<file path="src/common/pwm_autoreload_timer_defs.vh">
// Purpose: Constants for the 8-bit auto-reload PWM timer.
// Assumes: Register byte address is four times the register index.
// Notes: Indices keep the printed offsets; data sits in bits 7:0.
`ifndef PWM_AUTORELOAD_TIMER_DEFS_VH
`define PWM_AUTORELOAD_TIMER_DEFS_VH
`define IDX_DUTY3 8'h31
`define IDX_DUTY2 8'h32
`define IDX_DUTY1 8'h33
`define IDX_DUTY0 8'h34
`define IDX_OUTCTL 8'h35
`define IDX_CSR 8'h36
`define IDX_CNT 8'h37
`define IDX_RELOAD 8'h38
`define IDX_CAPCSR 8'h39
`define IDX_CAP1 8'h3a
`define IDX_CAP2 8'h3b
`define CSR_EXT_CLOCK_SELECT 7
`define CSR_CC_HI 6
`define CSR_CC_LO 4
`define CSR_RUN 3
`define CSR_FORCE 2
`define CSR_OIE 1
`define CSR_OVF 0
`define OUT_EN_HI 7
`define OUT_EN_LO 4
`define OUT_POL_HI 3
`define OUT_POL_LO 0
`define CAP_EDGE_HI 5
`define CAP_EDGE_LO 4
`define CAP_IE_HI 3
`define CAP_IE_LO 2
`define CNT_MAX 8'hff
`define RESP_OKAY 2'b00
`define RESP_SLVERR 2'b10
`define REG_RESET 8'h00
`define PSC_MAX_MASK 7'h7f
`endif

</file>
<file path="src/verilog/pwm_autoreload_timer.v">
// Purpose: 8-bit auto-reload timer, four PWM outputs, two input captures.
// Assumes: AXI4-Lite slave, 12-bit byte address, one access of each kind.
// Notes: Read side effects act in the cycle the read address is taken.
//
// Local design decision: register access over AXI4-Lite.
`timescale 1ns/100ps
`include "pwm_autoreload_timer_defs.vh"
module pwm_autoreload_timer
(
  input wire i_clk,
  input wire i_srst,
  input wire [11:0] i_awaddr,
  input wire [2:0] i_awprot,
  input wire i_awvalid,
  output reg o_awready,
  input wire [31:0] i_wdata,
  input wire [3:0] i_wstrb,
  input wire i_wvalid,
  output reg o_wready,
  output reg [1:0] o_bresp,
  output reg o_bvalid,
  input wire i_bready,
  input wire [11:0] i_araddr,
  input wire [2:0] i_arprot,
  input wire i_arvalid,
  output reg o_arready,
  output reg [31:0] o_rdata,
  output reg [1:0] o_rresp,
  output reg o_rvalid,
  input wire i_rready,
  input wire i_ext_clk,
  input wire [1:0] i_capture_in_pin,
  output reg [3:0] o_pwm_out_pin,
  output reg [3:0] o_pwm_oe,
  output reg o_ovf_irq,
  output reg [1:0] o_cap_irq
);

  // Address decoding is shared by the write path, the read path and the
  // read side effects, so it lives in functions. The word index is the
  // byte address shifted down by two, and the two low address bits are
  // ignored. Any address whose upper bits are not zero is outside the map,
  // even where its index bits would alias a register.
  function hit;
    input [11:0] addr;
    input [7:0] idx;
    begin
      hit = (addr[11:2] == {2'b00, idx});
    end
  endfunction

  function mapped;
    input [11:0] addr;
    begin
      mapped = (addr[11:10] == 2'b00) && (addr[9:2] >= `IDX_DUTY3) &&
        (addr[9:2] <= `IDX_CAP2);
    end
  endfunction

  // A counter tick is due when every prescaler bit below the ratio is one.
  // The prescaler itself counts every input tick while the counter runs, so selecting a new
  // ratio takes effect at once, without waiting for a wrap. A ratio of one
  // gives an empty mask, and every input tick then counts.
  function psc_tick;
    input [6:0] psc;
    input [2:0] sel;
    reg [6:0] mask;
    begin
      mask = ~(`PSC_MAX_MASK << sel);
      psc_tick = ((psc & mask) == mask);
    end
  endfunction

  // Duty registers and their hidden compare shadows first, then the other
  // software-visible state, the synchroniser stages and the latched write beat. The duty registers
  // are indexed by channel number, not by register order.
  reg [7:0] duty [0:3];
  reg [7:0] compare_shadow [0:3];
  reg [3:0] out_en;
  reg [3:0] channel_polarity;
  reg ext_clock_select;
  reg [2:0] prescale_select;
  reg counter_run;
  reg overflow_irq_en;
  reg overflow_flag;
  reg [7:0] counter;
  reg [6:0] prescaler;
  reg [7:0] reload;
  reg [1:0] edge_sel;
  reg [1:0] capture_irq_en;
  reg [1:0] capture_flag;
  reg [7:0] captured_count [0:1];
  reg ext_prev;
  reg [1:0] cap_s1;
  reg [1:0] cap_s2;
  reg [1:0] cap_s3;
  reg [11:0] aw_addr;
  reg [7:0] w_byte;
  reg w_lane0;

  reg wr_do;
  reg wr_cnt;
  reg wr_force;
  reg rd_do;
  reg rd_csr;
  reg [1:0] rd_cap;
  reg in_tick;
  reg cnt_tick;
  reg ovf_evt;
  reg [1:0] cap_evt;
  reg next_ovf;
  reg [1:0] next_cap_flag;
  reg [3:0] next_level;
  reg [7:0] rd_val;
  integer i;
  integer j;

  // The write strobe is high for exactly one cycle, once both the address
  // and the data beat have been taken and before the response is raised.
  // Counter writes and forced reloads both clear the prescaler and take
  // priority over a tick in the same cycle, so an overflow can never be
  // flagged for a count that software has just overwritten.
  // The read mux returns zero for anything outside the map, so that an
  // error response never carries register contents.

  always @*
  begin
    wr_do = ~o_awready & ~o_wready & ~o_bvalid;
    wr_cnt = wr_do & w_lane0 & hit(aw_addr, `IDX_CNT);
    wr_force = wr_do & w_lane0 & hit(aw_addr, `IDX_CSR) &
      w_byte[`CSR_FORCE];
    rd_do = i_arvalid & o_arready;
    rd_csr = rd_do & hit(i_araddr, `IDX_CSR);
    rd_cap[0] = rd_do & hit(i_araddr, `IDX_CAP1);
    rd_cap[1] = rd_do & hit(i_araddr, `IDX_CAP2);
    in_tick = ext_clock_select ? (i_ext_clk & ~ext_prev) : 1'b1;
    cnt_tick = counter_run & in_tick &
      psc_tick(prescaler, prescale_select);
    ovf_evt = cnt_tick & (counter == `CNT_MAX) &
      ~wr_cnt & ~wr_force;
    for (i = 0; i < 2; i = i + 1)
    begin
      // Capture is inhibited until the flag is read away.
      cap_evt[i] = (edge_sel[i] ? (cap_s2[i] & ~cap_s3[i]) :
        (~cap_s2[i] & cap_s3[i])) &
        (~capture_flag[i] | rd_cap[i]);
      next_cap_flag[i] = cap_evt[i] |
        (capture_flag[i] & ~rd_cap[i]);
    end
    next_ovf = ovf_evt | (overflow_flag & ~rd_csr);
    for (i = 0; i < 4; i = i + 1)
    begin
      next_level[i] = (counter <= compare_shadow[i]) ^
        channel_polarity[i];
    end
    case (i_araddr[9:2])
      `IDX_DUTY3: rd_val = duty[3];
      `IDX_DUTY2: rd_val = duty[2];
      `IDX_DUTY1: rd_val = duty[1];
      `IDX_DUTY0: rd_val = duty[0];
      `IDX_OUTCTL: rd_val = {out_en, channel_polarity};
      `IDX_CSR: rd_val = {ext_clock_select, prescale_select, counter_run,
        1'b0, overflow_irq_en, overflow_flag};
      `IDX_CNT: rd_val = counter;
      `IDX_RELOAD: rd_val = reload;
      `IDX_CAPCSR: rd_val = {2'b00, edge_sel, capture_irq_en,
        capture_flag};
      `IDX_CAP1: rd_val = captured_count[0];
      `IDX_CAP2: rd_val = captured_count[1];
      default: rd_val = `REG_RESET;
    endcase
    if (!mapped(i_araddr))
      rd_val = `REG_RESET;
  end

  // Bus slave. Address and data beats are taken independently and held
  // until the response handshake, so the master may offer them in either
  // order. Readies drop after a beat and only return with the response,
  // which keeps at most one write and one read in flight. The read answer
  // is registered at the address handshake, so read side effects on the
  // flags happen in that same cycle.
  always @(posedge i_clk)
  begin
    if (i_srst)
    begin
      o_awready <= 1'b1;
      o_wready <= 1'b1;
      o_bvalid <= 1'b0;
      o_bresp <= `RESP_OKAY;
      o_arready <= 1'b1;
      o_rvalid <= 1'b0;
      o_rdata <= 32'h00000000;
      o_rresp <= `RESP_OKAY;
      aw_addr <= 12'h000;
      w_byte <= `REG_RESET;
      w_lane0 <= 1'b0;
    end
    else
    begin
      if (i_awvalid & o_awready)
      begin
        aw_addr <= i_awaddr;
        o_awready <= 1'b0;
      end
      if (i_wvalid & o_wready)
      begin
        w_byte <= i_wdata[7:0];
        w_lane0 <= i_wstrb[0];
        o_wready <= 1'b0;
      end
      if (wr_do)
      begin
        o_bvalid <= 1'b1;
        o_bresp <= mapped(aw_addr) ? `RESP_OKAY : `RESP_SLVERR;
      end
      if (o_bvalid & i_bready)
      begin
        o_bvalid <= 1'b0;
        o_awready <= 1'b1;
        o_wready <= 1'b1;
      end
      if (rd_do)
      begin
        o_arready <= 1'b0;
        o_rvalid <= 1'b1;
        o_rdata <= {24'h000000, rd_val};
        o_rresp <= mapped(i_araddr) ? `RESP_OKAY : `RESP_SLVERR;
      end
      if (o_rvalid & i_rready)
      begin
        o_rvalid <= 1'b0;
        o_arready <= 1'b1;
      end
    end
  end

  // Timer core. Registers, counter, prescaler, capture and the pin
  // outputs all update here, on every clock edge. The capture pins pass
  // through two synchroniser stages, and a third stage gives the edge
  // detector its previous level. Flags take the set over a clear that
  // falls in the same cycle, so no event is lost to a racing read.
  // Pin levels and interrupt lines are registered so that every output
  // comes straight from a flip-flop; this costs one cycle of latency.
  always @(posedge i_clk)
  begin
    if (i_srst)
    begin
      for (j = 0; j < 4; j = j + 1)
      begin
        duty[j] <= `REG_RESET;
        compare_shadow[j] <= `REG_RESET;
      end
      out_en <= 4'h0;
      channel_polarity <= 4'h0;
      ext_clock_select <= 1'b0;
      prescale_select <= 3'h0;
      counter_run <= 1'b0;
      overflow_irq_en <= 1'b0;
      overflow_flag <= 1'b0;
      counter <= `REG_RESET;
      prescaler <= 7'h00;
      reload <= `REG_RESET;
      edge_sel <= 2'b00;
      capture_irq_en <= 2'b00;
      capture_flag <= 2'b00;
      captured_count[0] <= `REG_RESET;
      captured_count[1] <= `REG_RESET;
      ext_prev <= 1'b0;
      cap_s1 <= 2'b00;
      cap_s2 <= 2'b00;
      cap_s3 <= 2'b00;
      o_pwm_out_pin <= 4'h0;
      o_pwm_oe <= 4'h0;
      o_ovf_irq <= 1'b0;
      o_cap_irq <= 2'b00;
    end
    else
    begin
      ext_prev <= i_ext_clk;
      cap_s1 <= i_capture_in_pin;
      cap_s2 <= cap_s1;
      cap_s3 <= cap_s2;
      if (wr_do & w_lane0 & mapped(aw_addr))
      begin
        case (aw_addr[9:2])
          `IDX_DUTY3: duty[3] <= w_byte;
          `IDX_DUTY2: duty[2] <= w_byte;
          `IDX_DUTY1: duty[1] <= w_byte;
          `IDX_DUTY0: duty[0] <= w_byte;
          `IDX_OUTCTL:
          begin
            out_en <= w_byte[`OUT_EN_HI:`OUT_EN_LO];
            channel_polarity <= w_byte[`OUT_POL_HI:`OUT_POL_LO];
          end
          `IDX_CSR:
          begin
            ext_clock_select <= w_byte[`CSR_EXT_CLOCK_SELECT];
            prescale_select <= w_byte[`CSR_CC_HI:`CSR_CC_LO];
            counter_run <= w_byte[`CSR_RUN];
            overflow_irq_en <= w_byte[`CSR_OIE];
          end
          `IDX_RELOAD: reload <= w_byte;
          `IDX_CAPCSR:
          begin
            edge_sel <= w_byte[`CAP_EDGE_HI:`CAP_EDGE_LO];
            capture_irq_en <= w_byte[`CAP_IE_HI:`CAP_IE_LO];
          end
          default:
          begin
          end
        endcase
      end
      if (wr_cnt | wr_force)
      begin
        counter <= wr_cnt ? w_byte : reload;
        prescaler <= 7'h00;
      end
      else if (counter_run & in_tick)
      begin
        prescaler <= prescaler + 7'h01;
        if (ovf_evt)
          counter <= reload;
        else if (cnt_tick)
          counter <= counter + 8'h01;
      end
      if (ovf_evt)
      begin
        for (j = 0; j < 4; j = j + 1)
        begin
          compare_shadow[j] <= duty[j];
        end
      end
      overflow_flag <= next_ovf;
      capture_flag <= next_cap_flag;
      // A capture latches the count standing in the cycle the synchronised
      // edge is seen, which is the count after the pin edge.
      for (j = 0; j < 2; j = j + 1)
      begin
        if (cap_evt[j])
          captured_count[j] <= counter;
      end
      // Disabled channels are held low and their enables are mirrored on
      // the output-enable lines, so a pad never shows a stale level.
      o_pwm_out_pin <= next_level & out_en;
      o_pwm_oe <= out_en;
      o_ovf_irq <= overflow_irq_en & next_ovf;
      o_cap_irq <= capture_irq_en & next_cap_flag;
    end
  end

endmodule
</file>
<file path="config.mk">
export PLATFORM = sky130hd
export DESIGN_NAME = pwm_autoreload_timer
export DESIGN_NICKNAME = d
export VERILOG_FILES = /design/src/verilog/pwm_autoreload_timer.v
export VERILOG_INCLUDE_DIRS = /design/src /design/src/common
export SDC_FILE = /design/constraint.sdc
export NUM_CORES = 1
export LEC_CHECK = 0
export ABC_CLOCK_PERIOD_IN_PS = 2550
export BUFFER_PORTS_ARGS = -buffer_cell sky130_fd_sc_hd__buf_2
export CELL_PAD_IN_SITES_DETAIL_PLACEMENT = 0
export CELL_PAD_IN_SITES_GLOBAL_PLACEMENT = 1
export CORE_ASPECT_RATIO = 2
export CORE_MARGIN = 2
export CORE_UTILIZATION = 40
export CTS_CLUSTER_SIZE = 14
export DETAILED_ROUTE_END_ITERATION = 7
export HOLD_SLACK_MARGIN = 0.05
export MAX_ROUTING_LAYER = met4
export PLACE_DENSITY = 0.78
export RECOVER_POWER = 50
export SLEW_MARGIN = 15
export SYNTH_ARGS = -nofsm -noshare
export SYNTH_HDL_FRONTEND = slang
export SYNTH_SLANG_ARGS = --single-unit
</file>
<file path="constraint.sdc">
create_clock -name i_clk -period 2.55 [get_ports i_clk]
set_input_delay 0.1275 -clock i_clk [delete_from_list [all_inputs] [get_ports i_clk]]
set_output_delay 0.1275 -clock i_clk [all_outputs]
set_load 0.01 [all_outputs]
</file>
Yosys cells after proc, flatten, opt, wreduce, memory -nomap -nowiden
Memory sizes are Yosys's and may differ from the RTL's.
Index checks and enable logic that the tools add are counted.
{"block": "word_totals", "output_inout_bits": 52, "in_bits": 76, "n_memories": 3, "latchBits": 0, "mem_bits_rw": 80, "register_bits": 100, "mem_bits_ro": 0, "word_cells": 207}
{"memory": "compare_shadow", "depth": 4, "width": 8, "read_ports": 4, "rd_clocked_by_memory_dff": 0, "wr": 4, "line": "pwm_autoreload_timer.v:78", "rtl": "reg [7:0] compare_shadow [0:3];"}
{"memory": "duty", "depth": 4, "width": 8, "read_ports": 4, "rd_clocked_by_memory_dff": 0, "wr": 4, "line": "pwm_autoreload_timer.v:77", "rtl": "reg [7:0] duty [0:3];"}
{"memory": "captured_count", "depth": 2, "width": 8, "read_ports": 2, "rd_clocked_by_memory_dff": 0, "wr": 2, "line": "pwm_autoreload_timer.v:92", "rtl": "reg [7:0] captured_count [0:1];"}
{"block": "op_classes", "n_eq_ne": 26, "muxes": 49, "n_shift": 1, "n_bitwise": 70, "addsub": 2, "n_div": 0, "n_mul": 0, "reduce_logical": 16, "magnitude_cmp": 8}
{"cell": "$eq 8x6->1 const B", "n": 19}
{"cell": "$mux 8", "n": 16}
{"cell": "$pmux 8 s11", "n": 1}
{"cell": "$eq 10x6->1 const B", "n": 5}
{"cell": "$le 8x8->1", "n": 4}
{"cell": "$and 1x1->1", "n": 31}
{"cell": "$mux 1", "n": 30}
{"cell": "$ge 8x6->1 const B", "n": 2}
{"cell": "$le 8x6->1 const B", "n": 2}
{"cell": "$or 1x1->1", "n": 16}
{"cell": "$not 1->1", "n": 15}
{"cell": "$reduce_and 2->1", "n": 5}
{"cell": "$add 8x1->8 const B", "n": 1}
{"cell": "$eq 8x8->1 const B", "n": 1}
{"cell": "$add 7x1->7 const B", "n": 1}
{"cell": "$and 7x7->7", "n": 1}
{"cell": "$eq 7x7->1", "n": 1}
{"cell": "$not 7->7", "n": 1}
{"cell": "$shl 7x3->7 const A", "n": 1}
{"cell": "$reduce_or 2->1", "n": 3}
{"cell": "$and 4x4->4", "n": 1}
{"cell": "$logic_and 1x1->1", "n": 4}
{"cell": "$logic_not 2->1", "n": 2}
{"cell": "$mux 2", "n": 2}
{"cell": "other kinds (4)", "n": 7}

Longest topological paths before layout
Gate-level depths: netlist (run 1).
{"block": "logic_depth", "depth_word": 12, "ltp_mapped": 8, "mapped_depth_nobuf": 8}

Least setup slack after synthesis (run 1)
OpenSTA, ideal clock, no wires.
{"block": "synth_timing", "kind": "flip-flop to flip-flop", "from": "register ext_prev", "to": "memory compare_shadow[0][0] (enable)", "path_slack_ns": 0.001, "path_buffers": 1, "period_less_slack_ns": 2.549, "t_arrival_ns": 2.160, "required_time_ns": 2.161, "setup_time_ns": 0.389, "path_stages_with_launch": 8, "cell_sequence": "dfxtp_1 -> nand2b_1 -> a21boi_1 -> o211a_1 -> and2_1 -> clkbuf_1 -> nand2_1 -> nand2_1"}
{"item": "start: declaration", "line": "pwm_autoreload_timer.v:93", "rtl": "reg ext_prev;"}
{"item": "start signal: assignment", "line": "pwm_autoreload_timer.v:279", "rtl": "ext_prev <= i_ext_clk;"}
{"item": "end: declaration", "line": "pwm_autoreload_timer.v:78"}

==> results of run 1 <==
## where the power goes
part           switching, mW  internal (mW)
Combinational          0.233          0.159
Sequential            0.0677           3.02
Clock                   1.15           1.46
Total                   1.45           4.64
## state kept, by name (all words and copies together), names as in the netlist, 3 cells and up
register and count:
out_en 4, o_pwm_oe 4, captured_count 16, o_pwm_out_pin 4, reload 8, channel_polarity 4, counter 8, aw_addr 10
prescaler 7, duty 32, prescale_select 3, w_byte 8, o_rdata 8, compare_shadow 32
## cell families after synthesis
| family | count (synthesis) | synth area share |
|---|---|---|
| buffers and inverters | 111 | 0.0605 |
| multiplexers | 41 | 0.0571 |
| other | 1 | 0.000434 |
| AO/OA/AOI/OAI | 168 | 0.123 |
| AND/OR/NAND/NOR | 323 | 0.199 |
| XOR/XNOR | 11 | 0.0111 |
| adder cells (fa/ha/maj) | 34 | 0.0492 |
| flip-flops | 176 | 0.500 |
## worst max-delay path by stage
stage,endpoint,slack (ps),cells after the start
after CTS,captured_count[0][9]$_DFFE_PP_,270,6
after global placement,captured_count[0][9]$_DFFE_PP_,350,6
after floorplan,compare_shadow[0][0]$_SDFFCE_PN0P_,1,7
after global routing,counter[6]$_SDFFE_PP0P_,70,8
after detailed placement,captured_count[0][1]$_DFFE_PP_,310,6
final,duty[2][1]$_SDFFCE_PN0P_,220,5
## critical path, cell delays in order, from the launching register on
cell and delay, ps:
dfxtp_1 340, nor3_1 360, nand3_2 120, or4b_1 610, o21ai_0 180, clkbuf_1 370
## synth_stat cells (all sizes together) (27+ instances only)
| master | instances |
|---|---|
| dfxtp | 96 |
| a21oi | 55 |
| mux2i | 28 |
| nand3 | 27 |
| o21ai | 38 |
| buf | 37 |
| ha | 34 |
| and2 | 76 |
| nor2 | 58 |
| nand2 | 85 |
| edfxtp | 80 |
| inv | 47 |
## layer usage
layer	track usage	vias to the layer above	share of wire
met5	-	-	0
met4	0.206	0	0.097
met3	0.0443	115	0.038
met2	0.419	244	0.54
met1	0.218	3218	0.33
li1	-	3267	-
## per-stage QoR
stage	setup WS [ps]	std cells	instance area, µm²	hold slack (ps)	util
6_report	223	1278	10300	64.1	0.481
5_1_grt	70.9	1278	10300	71.1	0.481
4_1_cts	275	1278	10400	55.5	0.485
3_5_place_dp	314	1211	9450	349	0.442
3_3_place_gp	351	1211	9450	345	0.442
2_1_floorplan	1.02	890	8740	228	-
## cell type report
type | instances | share of cell area
tap | 273 | 0.0332
sequential | 176 | 0.420
timing repair buffer | 146 | 0.0953
clock inverter | 14 | 0.0152
multi-input combinational | 603 | 0.377
clock buffer | 18 | 0.0417
inverter | 48 | 0.0175
## what timing repair did
action                                 4_1_cts  5_1_grt
hold buffers                                35        0
setup buffers                                0        0
setup endpoints to repair                    0        1
gates resized for setup                      0        1
endpoints found under the hold margin       30        0
==> impl.org, run 1 <==
** Run status
- The flow ran to the end, and the final reports show no timing, DRC or antenna violations.

** Finish
- Share of cells above drive strength 1 :: 0.132
- Filler cell count :: 2098
- Commonest cells after routing, fill and taps aside :: dfxtp_1 (96), nand2_1 (85), edfxtp_1 (80), and2_1 (69), nor2_1 (55)
- Total inserted antenna cells :: 0
- In the final layout, the multi-input gates occupy 3880 µm².
- Leading cell type in the layout, fill and taps excluded :: dfxtp_1
- Summing all flip-flop and latch instances after layout gives 4320 µm².
- The area growth from synthesis to layout is 19.1%.
- Number of nets in the finished design :: 1102

** GRT
- The first global-routing pass estimated 38500 µm of wire.
- The number of global-route vias before repair was 6798.
- Entering global routing, the biggest net connects 38 pins.
- GRT Total Usage :: 0.240
- Antenna violations before repair :: 0
- GRT overflow :: 0

** Floorplan
- Floorplan die height :: 212 µm
- The core region is 21400 µm².
- The floorplan has 76 rows.
- In this run the count of I/O pins placed on the die edge is 128.
- The die covers 22900 µm².
- Starting density of the core :: 0.404
- Die Span X :: 108 µm

** Synth
- The mapped netlist covers 8650 µm².
- Post-synthesis sequential area ratio :: 0.500
- Of the post-synthesis cell area, the dominant cell type holds 0.278.
- Synthesized instance count :: 865
- Yosys cell types :: 68
- Number of synthesis warnings :: 0
- Avg Inst Size Synth :: 10.0 µm²
- In the synthesized netlist the dominant register cell turns out to be dfxtp_1.
- Counting flops and latches in the post-synthesis netlist gives 176.
- The synthesized design spends more area on one cell type than any other, namely edfxtp_1.
- Number of synthesized flops with an enable pin :: 80
- Of all flip-flops after synthesis, the portion carrying an async set or reset was 0.
- Largest cells by area after synthesis :: edfxtp_1 (28%), dfxtp_1 (22%), and2_1 (5.5%)

** Hold path
- Worst hold path class :: primary input to flip-flop
- Worst hold path startpoint :: i_wvalid
- Counting instances, the worst hold path has a depth of 3.
- The path with the worst hold slack has its endpoint at w_lane0$_SDFFE_PP0P_.

** Timing
- Total Neg Setup Slack :: 0 ps
- Actual slew at the worst max-slew pin :: 739 ps
- The final count of hold timing violations came to 0.
- After layout, the minimum clock period comes to 2330 ps.
- Of the available clock period, the critical path in the final layout requires 0.913.
- The number of pins with negative max-slew slack in the final report came to 0.
- Highest clock frequency the design can meet :: 0.430 GHz
- Setup repair after global routing left no endpoint under its margin.
- Setup violations remaining at the end of the flow were counted as 0.
- For the final database, setup skew stands at 13.6 ps.
- The worst pin sits at a relative slew slack of 0.507.

** Detailed routing
- Antenna-violating nets left :: 0
- DR DRC count :: 0
- First-pass detailed-route iteration total :: 7
- For this block, the via count after detailed routing is 6844.
- For this block, the routed nets add up to 25400 µm of wire.
- In the final routed layout, each cell accounts on average for 19.9 µm.
- For this block, the initial DRC count from the detailed router was 385.
- Via density per instance :: 5.36

** Setup path
- Critical Path End Type :: flip-flop
- The setup check on the worst reg-to-reg path leaves a slack of 220 ps.
- Data on the critical path arrives at its endpoint at 2420 ps.
- Length in cells of the worst reg-to-reg path :: 5
- The startpoint identified for the worst register-to-register timing path is o_bvalid$_SDFFE_PP0N_.
- Data on the critical path is required at its endpoint by 2640 ps.
- In this run the worst path has a maximum fanout of 8.
- Critical Path Start Type :: flip-flop
- Tracing the worst setup path back leads to its startpoint at o_bvalid$_SDFFE_PP0N_.
- Worst reg2reg path endpoint :: duty[2][1]$_SDFFCE_PN0P_
- The critical path in this run is classified as flip-flop to flip-flop.

** Placed design
- Total of buffers placed on input and output ports :: 64
- Routability-driven placement congestion ratio :: 1.04
- After legalization and detailed placement, the total HPWL measured 19600 µm.

** Clocking
- For the worst-skew pair, the clock arrives at the later sink with an insertion delay of 450 ps.
- CTS built an H-tree with a depth of 4.
- TritonCTS built the clock tree.
- CTS Root Buffer Type :: clkbuf_16
- Number of CTS-inserted buffers :: 17
- In this run the deepest clock path goes through 2 buffers.
- The clock drives 176 sinks.
- Clock-pin slew was measured on the worst setup and hold paths at 70 ps.

** Power
- In this run the static leakage power is 4.10 nW.
- Overall power consumption after layout is estimated at 6.09 mW.
- Power density over the cells :: 592 nW/µm²
- VDD sags by at most 0.463 mV.

** Job
- Max-Cap Viols :: 0
No activity file was read; power rests on OpenSTA's default activity.
==> run 2: changes to the inputs <==
- PLACE_DENSITY: 0.78 -> unset
- PLACE_DENSITY_LB_ADDON: unset -> 0.1
- RECOVER_POWER: 50 -> 25
==> impl.org, run 2 (same netlist as run 1, synthesis figures left out) <==
** Detailed routing
- First-pass detailed-route iteration total :: 5 (was 7)
- Post-route met1 wirelength :: 8970 µm (was 8320 µm)
- Via density per instance :: 5.32 (was 5.36)
- The number of DRC violations after detailed routing came to 0 (unchanged).
- Final Routed Wirelength :: 26800 µm (was 25400 µm)
- The wire length on met3 is 782 µm (was 967 µm).
- The antenna violation net count after detailed routing is 0 (unchanged).
- The wire length on met2 came to 15100 µm (was 13700 µm).
- Via count :: 6734 (was 6844)
- The highest routing layer actually used is met4 (unchanged).
- The DRC violation total after the first TritonRoute iteration came to 380 (was 385).
- The routed wire length per instance was 21.2 µm (was 19.9 µm).

** GRT
- The number of global-route vias before repair came to 6951 (was 6798).
- GRT Total Usage :: 0.253 (was 0.240)
- The global-route wire length before repair is 40100 µm (was 38500 µm).
- The aggregate global routing overflow is 0 (unchanged).
- Largest net degree at the start of global routing :: 40 (was 38)
- The number of antenna violations at the first check in global routing came to 0 (unchanged).

** Finish
- Commonest cells after routing, fill and taps aside :: dfxtp_1 (96), nand2_1 (85), edfxtp_1 (80), and2_1 (74) (was dfxtp_1 (96), nand2_1 (85), edfxtp_1 (80), and2_1 (69), nor2_1 (55))
- The number of fill cells in the layout was 2072 (was 2098).
- Total inserted antenna cells :: 0 (unchanged)
- The count of nets after finishing came to 1090 (was 1102).
- The most frequent standard cell in the layout excluding fill and tap cells was dfxtp_1 (unchanged).
- Leading registers by flop count: compare_shadow: 32 flops, duty: 32 flops, captured_count: 16 flops (unchanged).
- The fraction of final layout cells with drive strength greater than 1 was 0.132 (about the same).
- The final non-filler cell area was 10200 µm² (was 10300 µm²).
- The final core utilization came to 0.479 (was 0.481).
- The post-synthesis to final-layout area growth was 18.5% (was 19.1%).

** Floorplan
- Floorplan die height :: 212 µm (unchanged)
- The area of the die is 22900 µm² (unchanged).
- Starting density of the core :: 0.404 (unchanged)
- The number of cell rows is 76 (unchanged).
- The x dimension of the die is 108 µm (unchanged).
- The floorplan core area came to 21400 µm² (unchanged).
- The total I/O pin count was 128 (unchanged).

** Setup path
- The type of the worst setup path was flip-flop to flip-flop (unchanged).
- The endpoint of the lowest-slack register-to-register path is counter[2]$_SDFFE_PP0P_ (was duty[2][1]$_SDFFCE_PN0P_).
- The launching point of the worst reg2reg path is counter[7]$_SDFFE_PP0P_ (was o_bvalid$_SDFFE_PP0N_).
- Arrival @ worst endpoint :: 2690 ps (was 2420 ps)
- The critical-path cell with the highest stage delay is dfxtp_1 (was or4b_1).
- Crit path max fanout :: 7 (was 8)
- The worst-case register-to-register setup slack is 190 ps (was 220 ps).
- Number of buffers and inverters on the critical path :: 1 (unchanged)
- The largest stage delay on the critical path is 740 ps (was 610 ps).
- Critical Path Start Type :: flip-flop (unchanged)
- Length in cells of the worst reg-to-reg path :: 6 (was 5)
- Critical Path, Cell by Cell :: nand3_1 -> nor2_1 -> buf_4 -> mux2i_1 -> a21oi_1 -> o221a_2 (was nor3_1 -> nand3_2 -> or4b_1 -> o21ai_0 -> clkbuf_1)
- Required @ worst endpoint :: 2890 ps (was 2640 ps)
- The gate family responsible for the most delay along the worst path is flip-flops (was simple AND/OR/NAND/NOR gates).
- Critical Path End Type :: flip-flop (unchanged)

** Run status
- Run status :: finished, final reports clean (unchanged)

** Job
- Max-Cap Viols :: 0 (unchanged)

** Timing
- Total Neg Setup Slack :: 0 ps (unchanged)
- The final count of hold timing violations is 0 (unchanged).
- Setup Skew :: 8.94 ps (was 13.6 ps)
- The number of setup violations in the final report was 0 (unchanged).
- Setup repair after global routing missed its margin :: no (unchanged)
- Clock period minus final worst setup slack :: 2360 ps (was 2330 ps)
- The worst max-slew margin expressed relative to the limit came to 0.440 (was 0.507).
- The final worst-path cycle share is 0.925 (was 0.913).
- The number of pins with negative max-slew slack in the final report is 0 (unchanged).
- The transition at the pin with the smallest max-transition slack is 839 ps (was 739 ps).
- The achievable clock frequency came to 0.424 GHz (was 0.430 GHz).
- Final hold slack :: 65.0 ps (was 64.1 ps)

** Placed design
- The instance area after placement was 9390 µm² (was 9450 µm²).
- Detailed Place HPWL :: 20800 µm (was 19600 µm)
- The last weighted congestion value of the routability-driven placer came to 0.972 (was 1.04).
- The count of buffers inserted at the top-level ports is 64 (unchanged).

** Clocking
- The number of levels the H-tree was split into was 4 (unchanged).
- The master cell of the clock root buffer was clkbuf_16 (unchanged).
- Number of gates resized after cts :: 0 (unchanged)
- The CTS tree was yes (unchanged).
- CTS Buffer Depth :: 2 (unchanged)
- The total CTS buffers came to 17 (unchanged).
- Number of hold buffers added after CTS :: 31 (was 35)
- Clock latency on the worst-skew pair :: 450 ps (about the same)
- The number of buffers inserted by post-CTS setup repair was 0 (unchanged).
- The clock-pin slew on the worst setup and hold paths came to 70 ps (about the same).
- Clk sinks :: 176 (unchanged)

** Power
- Worst vdd ir :: 0.467 mV (was 0.463 mV)
- Power density over the cells :: 600 nW/µm² (was 592 nW/µm²)
- The leakage power total came to 4.08 nW (was 4.10 nW).
- The overall power came to 6.15 mW (was 6.09 mW).

** Hold path
- The number of stages on the worst hold path came to 3 (unchanged).
- End point of the worst hold path :: w_byte[7]$_SDFFE_PP0P_ (was w_lane0$_SDFFE_PP0P_)
- The origin of the worst min-delay path was i_wvalid (unchanged).
- The worst hold path class is primary input to flip-flop (unchanged).
-- run 2: per-stage QoR --
step	instances	worst slack [ps]
2_1_floorplan	890	1.02
3_3_place_gp	1203	210
3_5_place_dp	1203	257
4_1_cts	1266	225
5_1_grt	1266	82.5
6_report	1266	193
-- run 2: layout make-up --
| class | count | area (µm²) | share of cell area |
|---|---|---|---|
| Timing Repair Buffer | 134 | 901 | 0.0879 |
| Sequential cell | 176 | 4320 | 0.422 |
| Clock buffer | 17 | 425 | 0.0415 |
| Clock inverter | 15 | 173 | 0.0168 |
| Tap cell | 273 | 342 | 0.0333 |
| Inverter | 48 | 180 | 0.0176 |
| Multi-Input combinational cell | 603 | 3900 | 0.381 |
-- run 2: worst reg2reg max path, stage by stage, from the launching register on --
cell     delay (ps)
dfxtp_1         740
nand3_1         370
nor2_1          380
buf_4           210
mux2i_1         230
a21oi_1         100
o221a_2         220
-- run 2: metal layers --
| layer | vias up | GRT usage |
|---|---|---|
| li1 | 3240 | - |
| met1 | 3248 | 0.233 |
| met2 | 177 | 0.466 |
| met3 | 69 | 0.0339 |
| met4 | 0 | 0.176 |
| met5 | - | - |
-- run 2: how the worst max path moves through the flow --
stage | from | slack [ps] | depth (start not counted) | to
floorplan | ext_prev$_SDFF_PP0_ | 1 | 7 | compare_shadow[0][0]$_SDFFCE_PN0P_
global placement | counter[7]$_SDFFE_PP0P_ | 210 | 6 | counter[2]$_SDFFE_PP0P_
detailed placement | counter[7]$_SDFFE_PP0P_ | 260 | 6 | counter[2]$_SDFFE_PP0P_
CTS | counter[7]$_SDFFE_PP0P_ | 230 | 6 | counter[2]$_SDFFE_PP0P_
global route | i_srst | 80 | 7 | counter[3]$_SDFFE_PP0P_
finish | counter[7]$_SDFFE_PP0P_ | 190 | 6 | counter[2]$_SDFFE_PP0P_
-- run 2: report_power, final --
group / switching, mW / internal [mW]
Clock: 1.19 / 1.47
Combinational: 0.237 / 0.156
Sequential: 0.0724 / 3.02
Total: 1.50 / 4.65
